<file path="src/spm_pkg.sv">
`default_nettype none

package spm_pkg;

  // ----------------------------------------
  // register offsets (byte addresses)
  // ----------------------------------------
  localparam logic [7:0] OFS_ENABLE = 8'h00;
  localparam logic [7:0] OFS_DIRECTION = 8'h04;
  localparam logic [7:0] OFS_OUT_VALUE = 8'h08;
  localparam logic [7:0] OFS_IN_VALUE = 8'h0C;
  localparam logic [7:0] OFS_STATUS = 8'h10;

  // ----------------------------------------
  // field positions and reset values
  // ----------------------------------------
  localparam int STATUS_PCI_SEL_BIT = 0;
  localparam int STATUS_LOCKED_BIT = 1;
  localparam logic [15:0] RST_ENABLE = 16'h0000;
  localparam logic [15:0] RST_DIRECTION = 16'h0000;
  localparam logic [15:0] RST_OUT_VALUE = 16'h0000;
  localparam int LINE_ONE = 1;
  localparam int LINE_TWO = 2;
  localparam int UPPER_LO = 9;
  localparam int UPPER_HI = 15;

  // ----------------------------------------
  // clock divider counts
  // ----------------------------------------
  localparam logic [1:0] QUARTER_LAST = 2'h3;
  localparam logic [2:0] SIXTH_LAST = 3'h5;
  localparam logic [2:0] SIXTH_HALF = 3'h3;

  // ----------------------------------------
  // widths and types
  // ----------------------------------------
  localparam int GIO_W = 16;
  localparam int SHARED_W = 42;
  localparam int PCI_ONLY_W = 5;

  typedef enum logic [2:0] {
    IDX_ENABLE,
    IDX_DIRECTION,
    IDX_OUT_VALUE,
    IDX_IN_VALUE,
    IDX_STATUS,
    IDX_NONE
  } spm_reg_idx_t;

  typedef struct packed {
    logic [GIO_W-1:0] out;
    logic [GIO_W-1:0] oe_b;
  } spm_gio_drive_t;

  typedef struct packed {
    logic [SHARED_W-1:0] out;
    logic [SHARED_W-1:0] oe_b;
  } spm_shared_drive_t;

  typedef struct packed {
    logic [PCI_ONLY_W-1:0] out;
    logic [PCI_ONLY_W-1:0] oe_b;
  } spm_pci_only_drive_t;

endpackage

`default_nettype wire

</file>
<file path="src/spm_pin_mux.sv">
`timescale 1ns/1ns
`default_nettype none

module spm_pin_mux (
  input wire logic clk,                                  // core clock
  input wire logic rst_b,                                // async reset, low
  input wire logic [7:0] avs_address,                    // byte address
  input wire logic avs_read,                             // read request
  input wire logic avs_write,                            // write request
  input wire logic [31:0] avs_writedata,                 // write data
  input wire logic [3:0] avs_byteenable,                 // byte lanes
  output logic [31:0] avs_readdata,                      // read data
  output logic avs_waitrequest,                          // stall
  input wire logic pci_enable_strap,                     // PCI strap pin
  input wire logic [15:0] gio_pin_in,                    // general io pin levels
  output spm_pkg::spm_gio_drive_t gio_pin,               // general io pin drive
  input wire spm_pkg::spm_gio_drive_t pci_upper_drive,   // PCI drive of upper lines
  input wire spm_pkg::spm_shared_drive_t host_drive,     // host port drive
  input wire spm_pkg::spm_shared_drive_t pci_drive,      // PCI drive, shared pins
  input wire logic [41:0] shared_pin_in,                 // shared pin levels
  output spm_pkg::spm_shared_drive_t shared_pin,         // shared pin drive
  output logic [41:0] host_port_in,                      // shared levels to host
  output logic [41:0] pci_in,                            // shared levels to PCI
  input wire spm_pkg::spm_pci_only_drive_t pci_only_drive, // PCI-only drive
  output spm_pkg::spm_pci_only_drive_t pci_only_pin,     // PCI-only pin drive
  output logic host_port_grant,                          // host owns shared pins
  output logic pci_grant                                 // PCI owns shared pins
);

  // ----------------------------------------
  // address decode
  // ----------------------------------------
  function automatic spm_pkg::spm_reg_idx_t reg_index(input logic [7:0] a);
    unique case (a)
      spm_pkg::OFS_ENABLE: reg_index = spm_pkg::IDX_ENABLE;
      spm_pkg::OFS_DIRECTION: reg_index = spm_pkg::IDX_DIRECTION;
      spm_pkg::OFS_OUT_VALUE: reg_index = spm_pkg::IDX_OUT_VALUE;
      spm_pkg::OFS_IN_VALUE: reg_index = spm_pkg::IDX_IN_VALUE;
      spm_pkg::OFS_STATUS: reg_index = spm_pkg::IDX_STATUS;
      default: reg_index = spm_pkg::IDX_NONE;
    endcase
  endfunction

  function automatic logic [15:0] merge16(input logic [15:0] old, input logic [31:0] d,
                                          input logic [3:0] be);
    merge16 = {be[1] ? d[15:8] : old[15:8], be[0] ? d[7:0] : old[7:0]};
  endfunction

  typedef enum logic [2:0] {
    ST_FILL_A,
    ST_FILL_B,
    ST_FILL_C,
    ST_SAMPLE,
    ST_LOCKED
  } spm_strap_state_t;

  logic [15:0] gio_enable, next_gio_enable;
  logic [15:0] gio_direction, next_gio_direction;
  logic [15:0] gio_out_value, next_gio_out_value;
  logic [15:0] gio_s1, gio_s2, gio_s3, gio_in_value, next_gio_in_value;
  logic strap_s1, strap_s2, strap_s3;
  spm_strap_state_t strap_state, next_strap_state;
  logic pci_sel, next_pci_sel;
  logic ack, next_ack;
  logic [31:0] readdata, next_readdata;
  logic [1:0] quarter_cnt, next_quarter_cnt;
  logic [2:0] sixth_cnt, next_sixth_cnt;
  logic quarter_clk, next_quarter_clk;
  logic sixth_clk, next_sixth_clk;
  logic wr_accept;
  spm_pkg::spm_reg_idx_t idx;

  // ----------------------------------------
  // bus slave: one wait state per access
  // ----------------------------------------
  assign idx = reg_index(avs_address);
  assign avs_waitrequest = ~ack;
  assign avs_readdata = readdata;
  assign wr_accept = avs_write & ack;

  always_comb begin
    next_ack = (avs_read | avs_write) & ~ack;
    next_readdata = readdata;
    next_gio_enable = gio_enable;
    next_gio_direction = gio_direction;
    next_gio_out_value = gio_out_value;
    if (avs_read & ~ack) begin
      next_readdata = 32'h0000_0000;
      unique case (idx)
        spm_pkg::IDX_ENABLE: next_readdata[15:0] = gio_enable;
        spm_pkg::IDX_DIRECTION: next_readdata[15:0] = gio_direction;
        spm_pkg::IDX_OUT_VALUE: next_readdata[15:0] = gio_out_value;
        spm_pkg::IDX_IN_VALUE: next_readdata[15:0] = gio_in_value;
        spm_pkg::IDX_STATUS: begin
          next_readdata[spm_pkg::STATUS_PCI_SEL_BIT] = pci_sel;
          next_readdata[spm_pkg::STATUS_LOCKED_BIT] = (strap_state == ST_LOCKED);
        end
        spm_pkg::IDX_NONE: next_readdata = 32'h0000_0000;
      endcase
    end
    if (wr_accept) begin
      unique case (idx)
        spm_pkg::IDX_ENABLE:
          next_gio_enable = merge16(gio_enable, avs_writedata, avs_byteenable);
        spm_pkg::IDX_DIRECTION:
          next_gio_direction = merge16(gio_direction, avs_writedata, avs_byteenable);
        spm_pkg::IDX_OUT_VALUE:
          next_gio_out_value = merge16(gio_out_value, avs_writedata, avs_byteenable);
        spm_pkg::IDX_IN_VALUE, spm_pkg::IDX_STATUS, spm_pkg::IDX_NONE: begin
        end
      endcase
    end
  end

  always_ff @(posedge clk or negedge rst_b) begin
    if (!rst_b) begin
      ack <= 1'b0;
      readdata <= 32'h0000_0000;
      gio_enable <= spm_pkg::RST_ENABLE;
      gio_direction <= spm_pkg::RST_DIRECTION;
      gio_out_value <= spm_pkg::RST_OUT_VALUE;
    end else begin
      ack <= next_ack;
      readdata <= next_readdata;
      gio_enable <= next_gio_enable;
      gio_direction <= next_gio_direction;
      gio_out_value <= next_gio_out_value;
    end
  end

  // ----------------------------------------
  // pin synchronisers and strap capture
  // ----------------------------------------
  always_comb begin
    next_gio_in_value = (gio_s2 & ~(gio_s2 ^ gio_s3)) | (gio_in_value & (gio_s2 ^ gio_s3));
    next_strap_state = strap_state;
    next_pci_sel = pci_sel;
    // flops hold reset zeros until the pin has passed all three
    unique case (strap_state)
      ST_FILL_A: next_strap_state = ST_FILL_B;
      ST_FILL_B: next_strap_state = ST_FILL_C;
      ST_FILL_C: next_strap_state = ST_SAMPLE;
      ST_SAMPLE: begin
        if (strap_s2 == strap_s3) begin
          next_strap_state = ST_LOCKED;
          next_pci_sel = strap_s3;
        end
      end
      ST_LOCKED: next_strap_state = ST_LOCKED;
      default: next_strap_state = ST_FILL_A;
    endcase
  end

  always_ff @(posedge clk or negedge rst_b) begin
    if (!rst_b) begin
      gio_s1 <= 16'h0000;
      gio_s2 <= 16'h0000;
      gio_s3 <= 16'h0000;
      gio_in_value <= 16'h0000;
      strap_s1 <= 1'b0;
      strap_s2 <= 1'b0;
      strap_s3 <= 1'b0;
      strap_state <= ST_FILL_A;
      pci_sel <= 1'b0;
    end else begin
      gio_s1 <= gio_pin_in;
      gio_s2 <= gio_s1;
      gio_s3 <= gio_s2;
      gio_in_value <= next_gio_in_value;
      strap_s1 <= pci_enable_strap;
      strap_s2 <= strap_s1;
      strap_s3 <= strap_s2;
      strap_state <= next_strap_state;
      pci_sel <= next_pci_sel;
    end
  end

  // ----------------------------------------
  // clock dividers
  // ----------------------------------------
  always_comb begin
    next_quarter_cnt = (quarter_cnt == spm_pkg::QUARTER_LAST) ? 2'h0 : quarter_cnt + 2'h1;
    next_sixth_cnt = (sixth_cnt == spm_pkg::SIXTH_LAST) ? 3'h0 : sixth_cnt + 3'h1;
    next_quarter_clk = next_quarter_cnt[1];
    next_sixth_clk = (next_sixth_cnt >= spm_pkg::SIXTH_HALF);
  end

  always_ff @(posedge clk or negedge rst_b) begin
    if (!rst_b) begin
      quarter_cnt <= 2'h0;
      sixth_cnt <= 3'h0;
      quarter_clk <= 1'b0;
      sixth_clk <= 1'b0;
    end else begin
      quarter_cnt <= next_quarter_cnt;
      sixth_cnt <= next_sixth_cnt;
      quarter_clk <= next_quarter_clk;
      sixth_clk <= next_sixth_clk;
    end
  end

  // ----------------------------------------
  // general io pin muxing
  // ----------------------------------------
  for (genvar i = 0; i < spm_pkg::GIO_W; i++) begin : g_line
    logic gio_out, gio_oe_b;
    assign gio_out = gio_out_value[i];
    assign gio_oe_b = ~gio_direction[i];
    if (i == spm_pkg::LINE_ONE || i == spm_pkg::LINE_TWO) begin : g_clk
      logic prim;
      assign prim = (i == spm_pkg::LINE_ONE) ? quarter_clk : sixth_clk;
      assign gio_pin.out[i] = gio_enable[i] ? gio_out : prim;
      assign gio_pin.oe_b[i] = gio_enable[i] ? gio_oe_b : 1'b0;
    end else if (i >= spm_pkg::UPPER_LO && i <= spm_pkg::UPPER_HI) begin : g_upper
      assign gio_pin.out[i] = pci_sel ? pci_upper_drive.out[i]
                            : (gio_enable[i] & gio_out);
      assign gio_pin.oe_b[i] = pci_sel ? pci_upper_drive.oe_b[i]
                             : (~gio_enable[i] | gio_oe_b);
    end else begin : g_plain
      assign gio_pin.out[i] = gio_enable[i] & gio_out;
      assign gio_pin.oe_b[i] = ~gio_enable[i] | gio_oe_b;
    end
  end

  // ----------------------------------------
  // host port / PCI shared pins
  // ----------------------------------------
  assign host_port_grant = ~pci_sel;
  assign pci_grant = pci_sel;
  assign shared_pin = pci_sel ? pci_drive : host_drive;
  assign host_port_in = pci_sel ? 42'h000_0000_0000 : shared_pin_in;
  assign pci_in = pci_sel ? shared_pin_in : 42'h000_0000_0000;
  assign pci_only_pin.out = pci_sel ? pci_only_drive.out : 5'h00;
  assign pci_only_pin.oe_b = pci_sel ? pci_only_drive.oe_b : 5'h1F;
endmodule

`default_nettype wire

</file>
<file path="config.mk">
export PLATFORM = sky130hd
export DESIGN_NAME = spm_pin_mux
export DESIGN_NICKNAME = d
export VERILOG_FILES = /design/src/spm_pkg.sv /design/src/spm_pin_mux.sv
export SDC_FILE = /design/constraint.sdc
export NUM_CORES = 1
export LEC_CHECK = 0
export ABC_AREA = 0
export BUFFER_PORTS_ARGS = -buffer_cell sky130_fd_sc_hd__buf_2
export CAP_MARGIN = 10
export CORE_AREA = 2 2 218 220
export CTS_CLUSTER_DIAMETER = 60
export DETAILED_ROUTE_END_ITERATION = 12
export DIE_AREA = 0 0 220 222
export PLACE_DENSITY = 0.42
export SLEW_MARGIN = 20
export SYNTH_ARGS = -nofsm -noshare
export SYNTH_HDL_FRONTEND = slang
export SYNTH_SLANG_ARGS = --single-unit
</file>
<file path="constraint.sdc">
create_clock -name clk -period 1.7 [get_ports clk]
set_input_delay 0.085 -clock clk [delete_from_list [all_inputs] [get_ports clk]]
set_output_delay 0.085 -clock clk [all_outputs]
set_load 0.05 [all_outputs]
</file>
==> summary.txt, run 1 <==
Run status
  • Status: complete, but fails checks
  • Failing checks: setup timing

Clock network
  • TritonCTS clock tree: built
  • CTS Buffer Depth: 2
  • H-tree depth: 4
  • Clock sinks: roughly 140
  • Clk Latency, worst-skew pair: 0.42 ns
  • Num CTS Buffers: 17
  • Reg clk slew, reported paths: ~0.06 ns
  • Clock root buffer master: clkbuf_16

Route
  • Initial drt markers: approximately 340
  • Antenna-violating nets left: 0
  • Pre-antenna DRT Iters: 5
  • Vias after detailed routing: approximately 7,700
  • Final wirelength: just over 50 mm
  • WL per Instance: approximately 28 um
  • Routed vias/inst: approximately 4.1
  • # DRC: 0

Critical path
  • CP Capture Type: output pin
  • R2R cell count: 4
  • CP Data Required Time: between 1.5 and 2 ns
  • CP startpoint kind: flip-flop
  • Crit path max fanout: 7
  • Critical setup path kind: flip-flop to output pin
  • CP arrival: approximately 1.9 ns

Logic synthesis
  • Top_reg_cell synth: dfrtp_1
  • Dominant cell by count in the synthesized netlist: dfrtp_1
  • Count of different cell masters after synthesis: 42
  • Synth area leader: dfrtp_1
  • Synth area leaders: dfrtp_1, mux2_2, and2_1, nor2b_1, maj3_1
  • Sequential-to-total area share from yosys stat: between 40% and 50%
  • Mapped Cells: 614
  • Synth top cells by count: dfrtp_1, mux2_2, and2_1
  • Top-area cell type share of the netlist area: 49.0%
  • Syn_area_per_cell: between 10 and 15 sq um
  • Post-Synthesis Cell Area: 0.00725 sq mm
  • Post-synthesis async set-or-reset flop share: 100%
  • Register bit count reported by yosys: about 140
  • EDFF count, synth: 0
  • Yosys Warn Count: 0

Die
  • Top Ports: roughly 560
  • Starting Density: between 10% and 20%
  • Core Area: ~0.046 sq mm
  • Die width: about 220 um
  • Die height: 222 um
  • Row cnt: between 70 and 80
  • Die area: slightly below 0.05 sq mm

Global route
  • Initial antenna violation count: 42
  • Global Route Usage Sum: between 20 and 25%
  • Met2 Use GR: between 30% and 40%
  • Global routing usage on met1: between 20% and 30%
  • GR Util met3: 6.86%
  • GRT overflow: 0
  • First-pass GRT wire length: around 67 mm
  • Vias in the first global route: about 7,700
  • Largest net degree at the start of global routing: 47
  • Gr busiest metal: met2

Timing
  • Setup repair after global routing missed its margin: true
  • Final worst slack: -0.273 ns
  • Setup Skew: approximately 0.0093 ns
  • Final hold violation count: 0
  • Final min period: between 1.5 and 2 ns
  • Final setup violation count: around 170
  • Fin. max-slew vios: 0
  • Sum Neg Setup Slack: -25.96 ns
  • Final period util: 116%
  • Fmax: 0.507 GHz

Worst hold path
  • Hold Path Depth: 5
  • HP Class: primary input to flip-flop

Final layout
  • Final instance area: 0.0150 sq mm
  • Fin util: 32.4%
  • Fill count: 4,733
  • Layout Nets: roughly 1,500
  • P&R area growth vs syn: 107%
  • Layout cell share with drive strength beyond 1: around 73%

Power
  • Power per cell area: 1540 mW/mm^2
  • Leakage: around 0.0072 uW
  • Max VDD drop: 0.000831 V

Placed design
  • Post-DP HPWL: roughly 42 mm
  • Gpl congestion: about 0.9
  • I/O Buffers: 509
  • Cell Area, Placed: ~0.012 sq mm

Run
  • Max Cap Viol: 0
[worst max-delay path, cell delays in order (launching register included)]
cell and delay (ns):
dfrtp_4 0.50, buf_12 0.17, buf_16 0.15, buf_8 0.13, mux2_4 0.32, buf_12 0.16
[power by group]
| part | leakage [uW] | total (uW) | internal (uW) | switching, uW |
|---|---|---|---|---|
| logic | 0.00513 | 15400 | 6430 | 8950 |
| clock network | 0.000309 | 3960 | 2560 | 1400 |
| registers | 0.00181 | 3690 | 3560 | 132 |
[cell type report]
| type | count | area (sq um) | share of cell area [%] |
|---|---|---|---|
| sequential | 142 | 3560 | 23.7 |
| clock inverter | 10 | 160 | 1.07 |
| multi-input combinational | 431 | 4210 | 28.1 |
| inverter | 5 | 22.5 | 0.150 |
| antenna | 8 | 20.0 | 0.133 |
| timing repair buffer | 628 | 5800 | 38.7 |
| clock buffer | 21 | 470 | 3.14 |
| tap | 607 | 759 | 5.06 |
[final timing paths]
path                                             from                           end  slack [ns]
worst max-delay path            pci_grant$_DFFE_PN0P_                 shared_pin[8]       -0.27
worst min register to register    gio_s1[5]$_DFF_PN0_           gio_s2[5]$_DFF_PN0_        0.35
min in group asynchronous                       rst_b          gio_s1[11]$_DFF_PN0_        0.16
worst max register to register          ack$_DFF_PN0_   avs_readdata[7]$_DFFE_PN0P_        0.01
max in group asynchronous                       rst_b  gio_direction[4]$_DFFE_PN0P_        0.96
worst min-delay path                   avs_address[1]   avs_readdata[0]$_DFFE_PN0P_        0.14
[per-stage QoR]
step / worst slack (ns) / hold slack [ns] / instances / power [uW]
after global placement: -0.178 / 0.0626 / 1745 / 14600
after CTS: -0.311 / 0.110 / 1844 / 23000
after detailed placement: -0.219 / 0.0600 / 1745 / 14700
after floorplan: -0.161 / -0.211 / 629 / 10600
after global routing: -0.309 / 0.158 / 1847 / 23800
final: -0.273 / 0.141 / 1852 / 23000
[kinds of logic after synthesis]
logic type	after synthesis	synth area share, %
other cells	1	0.0517
flops	142	49.0
simple gates	189	14.9
fa+ha+maj	17	2.38
xor+xnor	1	0.121
buf+inv	57	4.14
compound gates	56	5.59
mux	151	23.8
[layout by cell type (no fill, tap or decap), types with 20 or more instances in the layout]
cell	count
buf_2	314
buf_4	37
buf_8	45
buf_12	61
dfrtp_1	141
mux2_2	120
dlygate4sd3_1	36
and2_2	32
nand2_1	25
buf_6	124
nor2b_4	40
nor2_1	21
mux2_4	26
clkbuf_16	20
[what timing repair did]
action / 4_1_cts / 5_1_grt
setup endpoints to repair: 189 / 190
cloned: 15 / 4
hold buffers: 36 / 0
endpoints found under the hold margin: 136 / 0
gates resized for setup: 479 / 97
pin swaps: 6 / 19
buffers inserted: 17 / 7
[per-layer routing]
layer  wire (um)  share of wire, %
met2       25400                49
met1       20100                39
met5         188              0.36
met4        1400               2.7
met3        4880               9.4
Power figures use the tool's default switching activity.
==> run 2: changes to the inputs <==
--- a/config.mk
+++ b/config.mk
@@ -10,9 +10,10 @@
 export CAP_MARGIN = 10
 export CORE_AREA = 2 2 218 220
 export CTS_CLUSTER_DIAMETER = 60
+export CTS_CLUSTER_SIZE = 16
 export DETAILED_ROUTE_END_ITERATION = 12
 export DIE_AREA = 0 0 220 222
-export PLACE_DENSITY = 0.42
+export PLACE_DENSITY = 0.5
 export SLEW_MARGIN = 20
 export SYNTH_ARGS = -nofsm -noshare
 export SYNTH_HDL_FRONTEND = slang
==> summary.txt, run 2 (synthesis results as in run 1) <==
Power
  • Switching Share: 46.7% (was 45.5%)
  • Flop pwr share: 18.2% (was 16.0%)
  • Final Power: 20,300 uW (was 23,000 uW)
  • Cell Int Power: 10,800 uW (was 12,600 uW)
  • Gate power share: 63.1% (was 66.8%)
  • Power per cell area: 1490 mW/mm^2 (was 1540 mW/mm^2)
  • Net Switching: 9500 uW (was 10,500 uW)
  • Max VDD drop: 0.000898 V (was 0.000831 V)
  • Clock network power share: 18.6% (was 17.2%)
  • Leakage: 0.00661 uW (was 0.00724 uW)

Clock network
  • Reg clk slew, reported paths: 0.06 ns (about the same)
  • H-tree depth: 4 (unchanged)
  • CTS Buffer Depth: 2 (unchanged)
  • Clk Latency, worst-skew pair: 0.42 ns (about the same)
  • Clock sinks: 142 (unchanged)
  • TritonCTS clock tree: built (unchanged)
  • Num CTS Buffers: 17 (unchanged)
  • Clock root buffer master: clkbuf_16 (unchanged)

Route
  • # DRC: 0 (unchanged)
  • Initial drt markers: 272 (was 344)
  • Final wirelength: 47.6 mm (was 52.0 mm)
  • Routed vias/inst: 3.99 (was 4.13)
  • Pre-antenna DRT Iters: 6 (was 5)
  • WL per Instance: 25.9 um (was 28.1 um)
  • Vias after detailed routing: 7,325 (was 7,654)
  • Antenna-violating nets left: 0 (unchanged)

Die
  • Die height: 222 um (unchanged)
  • Die width: 220 um (unchanged)
  • Top Ports: 562 (unchanged)
  • Die area: 0.0488 sq mm (unchanged)
  • Core Area: 0.0463 sq mm (unchanged)
  • Row cnt: 79 (unchanged)
  • Starting Density: 15.7% (unchanged)

Run
  • Max Cap Viol: 0 (unchanged)

Global route
  • Largest net degree at the start of global routing: 63 (was 47)
  • Global Route Usage Sum: 18.5% (was 20.4%)
  • Initial antenna violation count: 36 (was 42)
  • Vias in the first global route: 7,433 (was 7,712)
  • GRT overflow: 0 (unchanged)
  • First-pass GRT wire length: 60.8 mm (was 66.8 mm)

Placed design
  • Cell count after placement: 1,743 (was 1,745)
  • I/O Buffers: 509 (unchanged)
  • Post-DP HPWL: 40.6 mm (was 42.1 mm)
  • Gpl congestion: 0.909 (was 0.904)

Timing
  • Setup Skew: 0.00594 ns (was 0.00935 ns)
  • Fin. max-slew vios: 0 (unchanged)
  • Relative slew slack: 59.3%
  • Final min period: 1.95 ns (was 1.97 ns)
  • Final worst slack: -0.251 ns (was -0.273 ns)
  • Final hold violation count: 0 (unchanged)
  • Fmax: 0.512 GHz (was 0.507 GHz)
  • Final period util: 115% (was 116%)
  • Setup repair after global routing missed its margin: true (unchanged)
  • Min Hold Slack: 0.109 ns (was 0.141 ns)
  • Worst slew pin tran: 0.611 ns
  • Final setup violation count: 167 (was 168)

Critical path
  • CP startpoint kind: flip-flop (unchanged)
  • Worst R2R End: gio_direction[10]$_DFFE_PN0P_ (was avs_readdata[7]$_DFFE_PN0P_)
  • FF-to-FF Start: ack$_DFF_PN0_ (unchanged)
  • CP arrival: 1.87 ns (was 1.89 ns)
  • Critical setup path kind: flip-flop to output pin (unchanged)
  • Crit path max fanout: 19 (was 7)
  • CP Capture Type: output pin (unchanged)
  • R2R cell count: 3 (was 4)
  • CP Data Required Time: 1.62 ns (about the same)
  • FF-to-FF setup slack: 0.02 ns (was 0.01 ns)

Run status
  • Failing checks: setup timing (unchanged)
  • Status: complete, but fails checks (unchanged)

Final layout
  • Commonest non-fill, non-tap cell in the layout: buf_2 (unchanged)
  • P&R area growth vs syn: 88.0% (was 107%)
  • Fill count: 4,825 (was 4,733)
  • Fin util: 29.5% (was 32.4%)
  • Layout cell share with drive strength beyond 1: 70.6% (was 72.8%)
  • Layout Nets: 1,523 (was 1,543)
  • Final non-filler cell total: 1,837 (was 1,852)
  • Most frequent cells in the layout: buf_2, dfrtp_1, mux2_2 (was buf_2, dfrtp_1, buf_6)

Worst hold path
  • Hold_sp: avs_read (was avs_address[1])
  • Hold Path Sink: avs_readdata[1]$_DFFE_PN0P_ (was avs_readdata[0]$_DFFE_PN0P_)
  • HP Class: primary input to flip-flop (unchanged)
  • Hold Path Depth: 4 (was 5)
[run 2: area by class of cell]
class                      count  area (sq um)  area share (%)
timing repair buffer         609          4800            35.2
multi-input combinational    430          3860            28.3
sequential                   142          3560            26.1
tap                          607           759            5.57
clock buffer                  23           458            3.36
clock inverter                 7           138            1.01
antenna                       14          35.0           0.257
inverter                       5          21.3           0.156
[run 2: layer usage]
metal	vias up	global-route usage, %	share of wire [%]
met1	3557	22.1	40
li1	3320	-	-
met2	352	31.9	48
met3	68	6.91	10
met4	28	2.77	1.9
met5	-	0	0.34
[run 2: power by group through the flow]
stage                     sequential (uW)  clock [uW]  combinational (uW)
final                                3710        3780               12800
after global routing                 3730        4030               13300
after CTS                            3700        3870               12000
after detailed placement             3760           0               10700
after global placement               3750           0               10700
after floorplan                      3760           0                6830
[run 2: critical path, stage by stage, from the launching register on]
cell and delay [ns]:
dfrtp_4 0.48, buf_12 0.17, buf_16 0.17, mux2_2 0.39
buf_4 0.20
[run 2: worst max path at each step]
stage	start	to	slack [ns]	depth (start not counted)
2_1_floorplan	pci_grant$_DFFE_PN0P_	host_port_in[34]	-0.16	4
3_3_place_gp	avs_address[5]	gio_direction[9]$_DFFE_PN0P_	-0.17	4
3_5_place_dp	avs_address[5]	gio_direction[14]$_DFFE_PN0P_	-0.19	4
4_1_cts	pci_grant$_DFFE_PN0P_	shared_pin[68]	-0.27	4
5_1_grt	pci_grant$_DFFE_PN0P_	shared_pin[11]	-0.31	4
6_report	pci_grant$_DFFE_PN0P_	shared_pin[11]	-0.25	4
[run 2: repair_timing]
item | 4_1_cts | 5_1_grt
pin swaps | 2 | 1
cloned | 1 | 4
endpoints found under the setup margin | 184 | 207
gates resized for setup | 209 | 190
endpoints found under the hold margin | 123 | 0
hold buffers | 36 | 0
setup buffers | 7 | 2
[run 2: through the flow]
stage / cell area, sq um / setup TNS, ns / setup WS, ns
6_report: 13600 / -16.75 / -0.251
5_1_grt: 13600 / -25.19 / -0.306
4_1_cts: 13000 / -20.98 / -0.273
3_5_place_dp: 11300 / -6.81 / -0.186
2_1_floorplan: 7550 / -5.55 / -0.161
3_3_place_gp: 11300 / -6.01 / -0.168
==> run 3: changes to the inputs <==
--- a/config.mk
+++ b/config.mk
@@ -8,13 +8,14 @@
 export ABC_AREA = 0
 export BUFFER_PORTS_ARGS = -buffer_cell sky130_fd_sc_hd__buf_2
 export CAP_MARGIN = 10
-export CORE_AREA = 2 2 218 220
+export CORE_AREA = 2 2 220 222
 export CTS_CLUSTER_DIAMETER = 60
 export CTS_CLUSTER_SIZE = 16
 export DETAILED_ROUTE_END_ITERATION = 12
-export DIE_AREA = 0 0 220 222
-export PLACE_DENSITY = 0.5
+export DIE_AREA = 0 0 222 224
+export PLACE_DENSITY = 0.48
 export SLEW_MARGIN = 20
 export SYNTH_ARGS = -nofsm -noshare
 export SYNTH_HDL_FRONTEND = slang
 export SYNTH_SLANG_ARGS = --single-unit
+export TNS_END_PERCENT = 100
==> constraint.sdc (replaced) <==
create_clock -name clk -period 1.8 [get_ports clk]
set_input_delay 0.09 -clock clk [delete_from_list [all_inputs] [get_ports clk]]
set_output_delay 0.09 -clock clk [all_outputs]
set_load 0.05 [all_outputs]
==> summary.txt, run 3 (synthesis results as in run 1) <==
Placed design
  • Post-DP HPWL: 42.0 mm (was 40.6 mm)
  • Cell count after placement: 1,745 (was 1,743)
  • DP Worst Slack: -0.136 ns (was -0.186 ns)
  • Gpl congestion: 0.822 (was 0.909)
  • I/O Buffers: 509 (unchanged)

Power
  • Power per cell area: 1410 mW/mm^2 (was 1490 mW/mm^2)
  • Max VDD drop: 0.000626 V (was 0.000898 V)
  • Leakage: 0.00680 uW (was 0.00661 uW)

Final layout
  • Most frequent cells in the layout: buf_2, dfrtp_1, buf_6 (was buf_2, dfrtp_1, mux2_2)
  • Fin util: 29.3% (was 29.5%)
  • Final non-filler cell total: 1,839 (was 1,837)
  • Layout cell share with drive strength beyond 1: 69.2% (was 70.6%)
  • Layout Nets: 1,525 (was 1,523)
  • Fill count: 4,911 (was 4,825)
  • Commonest non-fill, non-tap cell in the layout: buf_2 (unchanged)
  • P&R area growth vs syn: 91.5% (was 88.0%)

Clock network
  • Num CTS Buffers: 17 (unchanged)
  • Reg clk slew, reported paths: 0.06 ns (about the same)
  • CTS Buffer Depth: 2 (unchanged)
  • H-tree depth: 4 (unchanged)
  • Clock sinks: 142 (unchanged)
  • Clock root buffer master: clkbuf_16 (unchanged)
  • Clk Latency, worst-skew pair: 0.43 ns (was 0.42 ns)
  • TritonCTS clock tree: built (unchanged)

Global route
  • Vias in the first global route: 7,437 (was 7,433)
  • GRT overflow: 0 (unchanged)
  • Largest net degree at the start of global routing: 58 (was 63)
  • First-pass GRT wire length: 63.3 mm (was 60.8 mm)
  • Initial antenna violation count: 42 (was 36)
  • Global Route Usage Sum: 19.0% (was 18.5%)

Critical path
  • CP Data Required Time: 1.71 ns (was 1.62 ns)
  • Setup crit start: pci_grant$_DFFE_PN0P_ (unchanged)
  • CP arrival: 1.84 ns (was 1.87 ns)
  • CP startpoint kind: flip-flop (unchanged)
  • FF-to-FF Start: ack$_DFF_PN0_ (unchanged)
  • CP Capture Type: output pin (unchanged)
  • Critical setup path kind: flip-flop to output pin (unchanged)
  • Crit path max fanout: 5 (was 19)

Die
  • Die height: 224 um (was 222 um)
  • Top Ports: 562 (unchanged)
  • Die width: 222 um (was 220 um)
  • Die area: 0.0497 sq mm (was 0.0488 sq mm)
  • Starting Density: 15.3% (was 15.7%)
  • Core Area: 0.0473 sq mm (was 0.0463 sq mm)
  • Row cnt: 80 (was 79)

Route
  • Final wirelength: 49.6 mm (was 47.6 mm)
  • # DRC: 0 (unchanged)
  • WL per Instance: 27.0 um (was 25.9 um)
  • Pre-antenna DRT Iters: 6 (unchanged)
  • Vias after detailed routing: 7,475 (was 7,325)
  • Routed vias/inst: 4.06 (was 3.99)
  • Antenna-violating nets left: 0 (unchanged)
  • Initial drt markers: 320 (was 272)

Timing
  • Min Hold Slack: 0.117 ns (was 0.109 ns)
  • Fin. max-slew vios: 0 (unchanged)
  • Final hold violation count: 0 (unchanged)
  • Setup Skew: 0.00733 ns (was 0.00594 ns)
  • Final setup violation count: 114 (was 167)
  • Final worst slack: -0.130 ns (was -0.251 ns)
  • Setup repair after global routing missed its margin: true (unchanged)
  • Fmax: between 0.5 and 0.6 GHz
  • Final period util: 107%
  • Final min period: 1.93 ns

Worst hold path
  • HP Class: primary input to asynchronous set/reset pin (was primary input to flip-flop)

Run status
  • Failing checks: setup timing (unchanged)
  • Status: complete, but fails checks (unchanged)

Run
  • Max Cap Viol: 0 (unchanged)
## run 3: path summary, 6_finish.rpt
check                      cells after the start  slack, ns                             to
setup / recovery                               7      -0.13                    gio_pin[10]
hold / removal                                 2       0.12   gio_out_value[1]$_DFFE_PN0P_
setup reg to reg                               4       0.10  gio_direction[14]$_DFFE_PN0P_
hold reg to reg                                0       0.35            gio_s2[4]$_DFF_PN0_
max in group asynchronous                      3       1.06   gio_direction[8]$_DFFE_PN0P_
min in group clk                               4       0.12    avs_readdata[1]$_DFFE_PN0P_
## run 3: stage by stage
step | setup TNS (ns) | power [uW] | cell area [sq um]
final | -7.22 | 19600 | 13900
after global placement | -1.85 | 13500 | 11200
after CTS | -13.02 | 18400 | 13100
after detailed placement | -1.75 | 13500 | 11200
after global routing | -14.06 | 20300 | 13900
after floorplan | -3.01 | 9910 | 7480
## run 3: what timing repair did
item / CTS / global route
endpoints found under the hold margin: 208 / 0
pin swaps: 1 / 2
hold buffers: 36 / 0
gates cloned: 1 / 8
setup endpoints to repair: 153 / 183
gates resized for setup: 289 / 157
setup buffers: 2 / 12
## run 3: cell type report
type,count,area [sq um],area share [%]
timing repair buffer,611,5010,36.1
clock inverter,6,57.6,0.415
clock buffer,25,505,3.64
inverter,5,31.3,0.225
sequential,142,3560,25.6
tap,615,769,5.54
antenna,5,12.5,0.0901
multi-input combinational,430,3940,28.4
## run 3: critical path, stage by stage (launching register included)
cell and delay (ns):
dfrtp_4 0.47, buf_12 0.13, buf_8 0.11, clkinv_8 0.06
buf_8 0.13, buf_6 0.11, a31oi_4 0.21, buf_6 0.19
## run 3: power breakdown
part	internal (uW)	switching (uW)
Sequential	3360	141
Clock	2060	1270
Combinational	4880	7870
## run 3: metal layers
metal	GRT usage, %	part of all wire (%)
met5	0	0.52
met4	6.89	4.0
met3	10.7	11
met1	19.5	35
met2	32.2	49
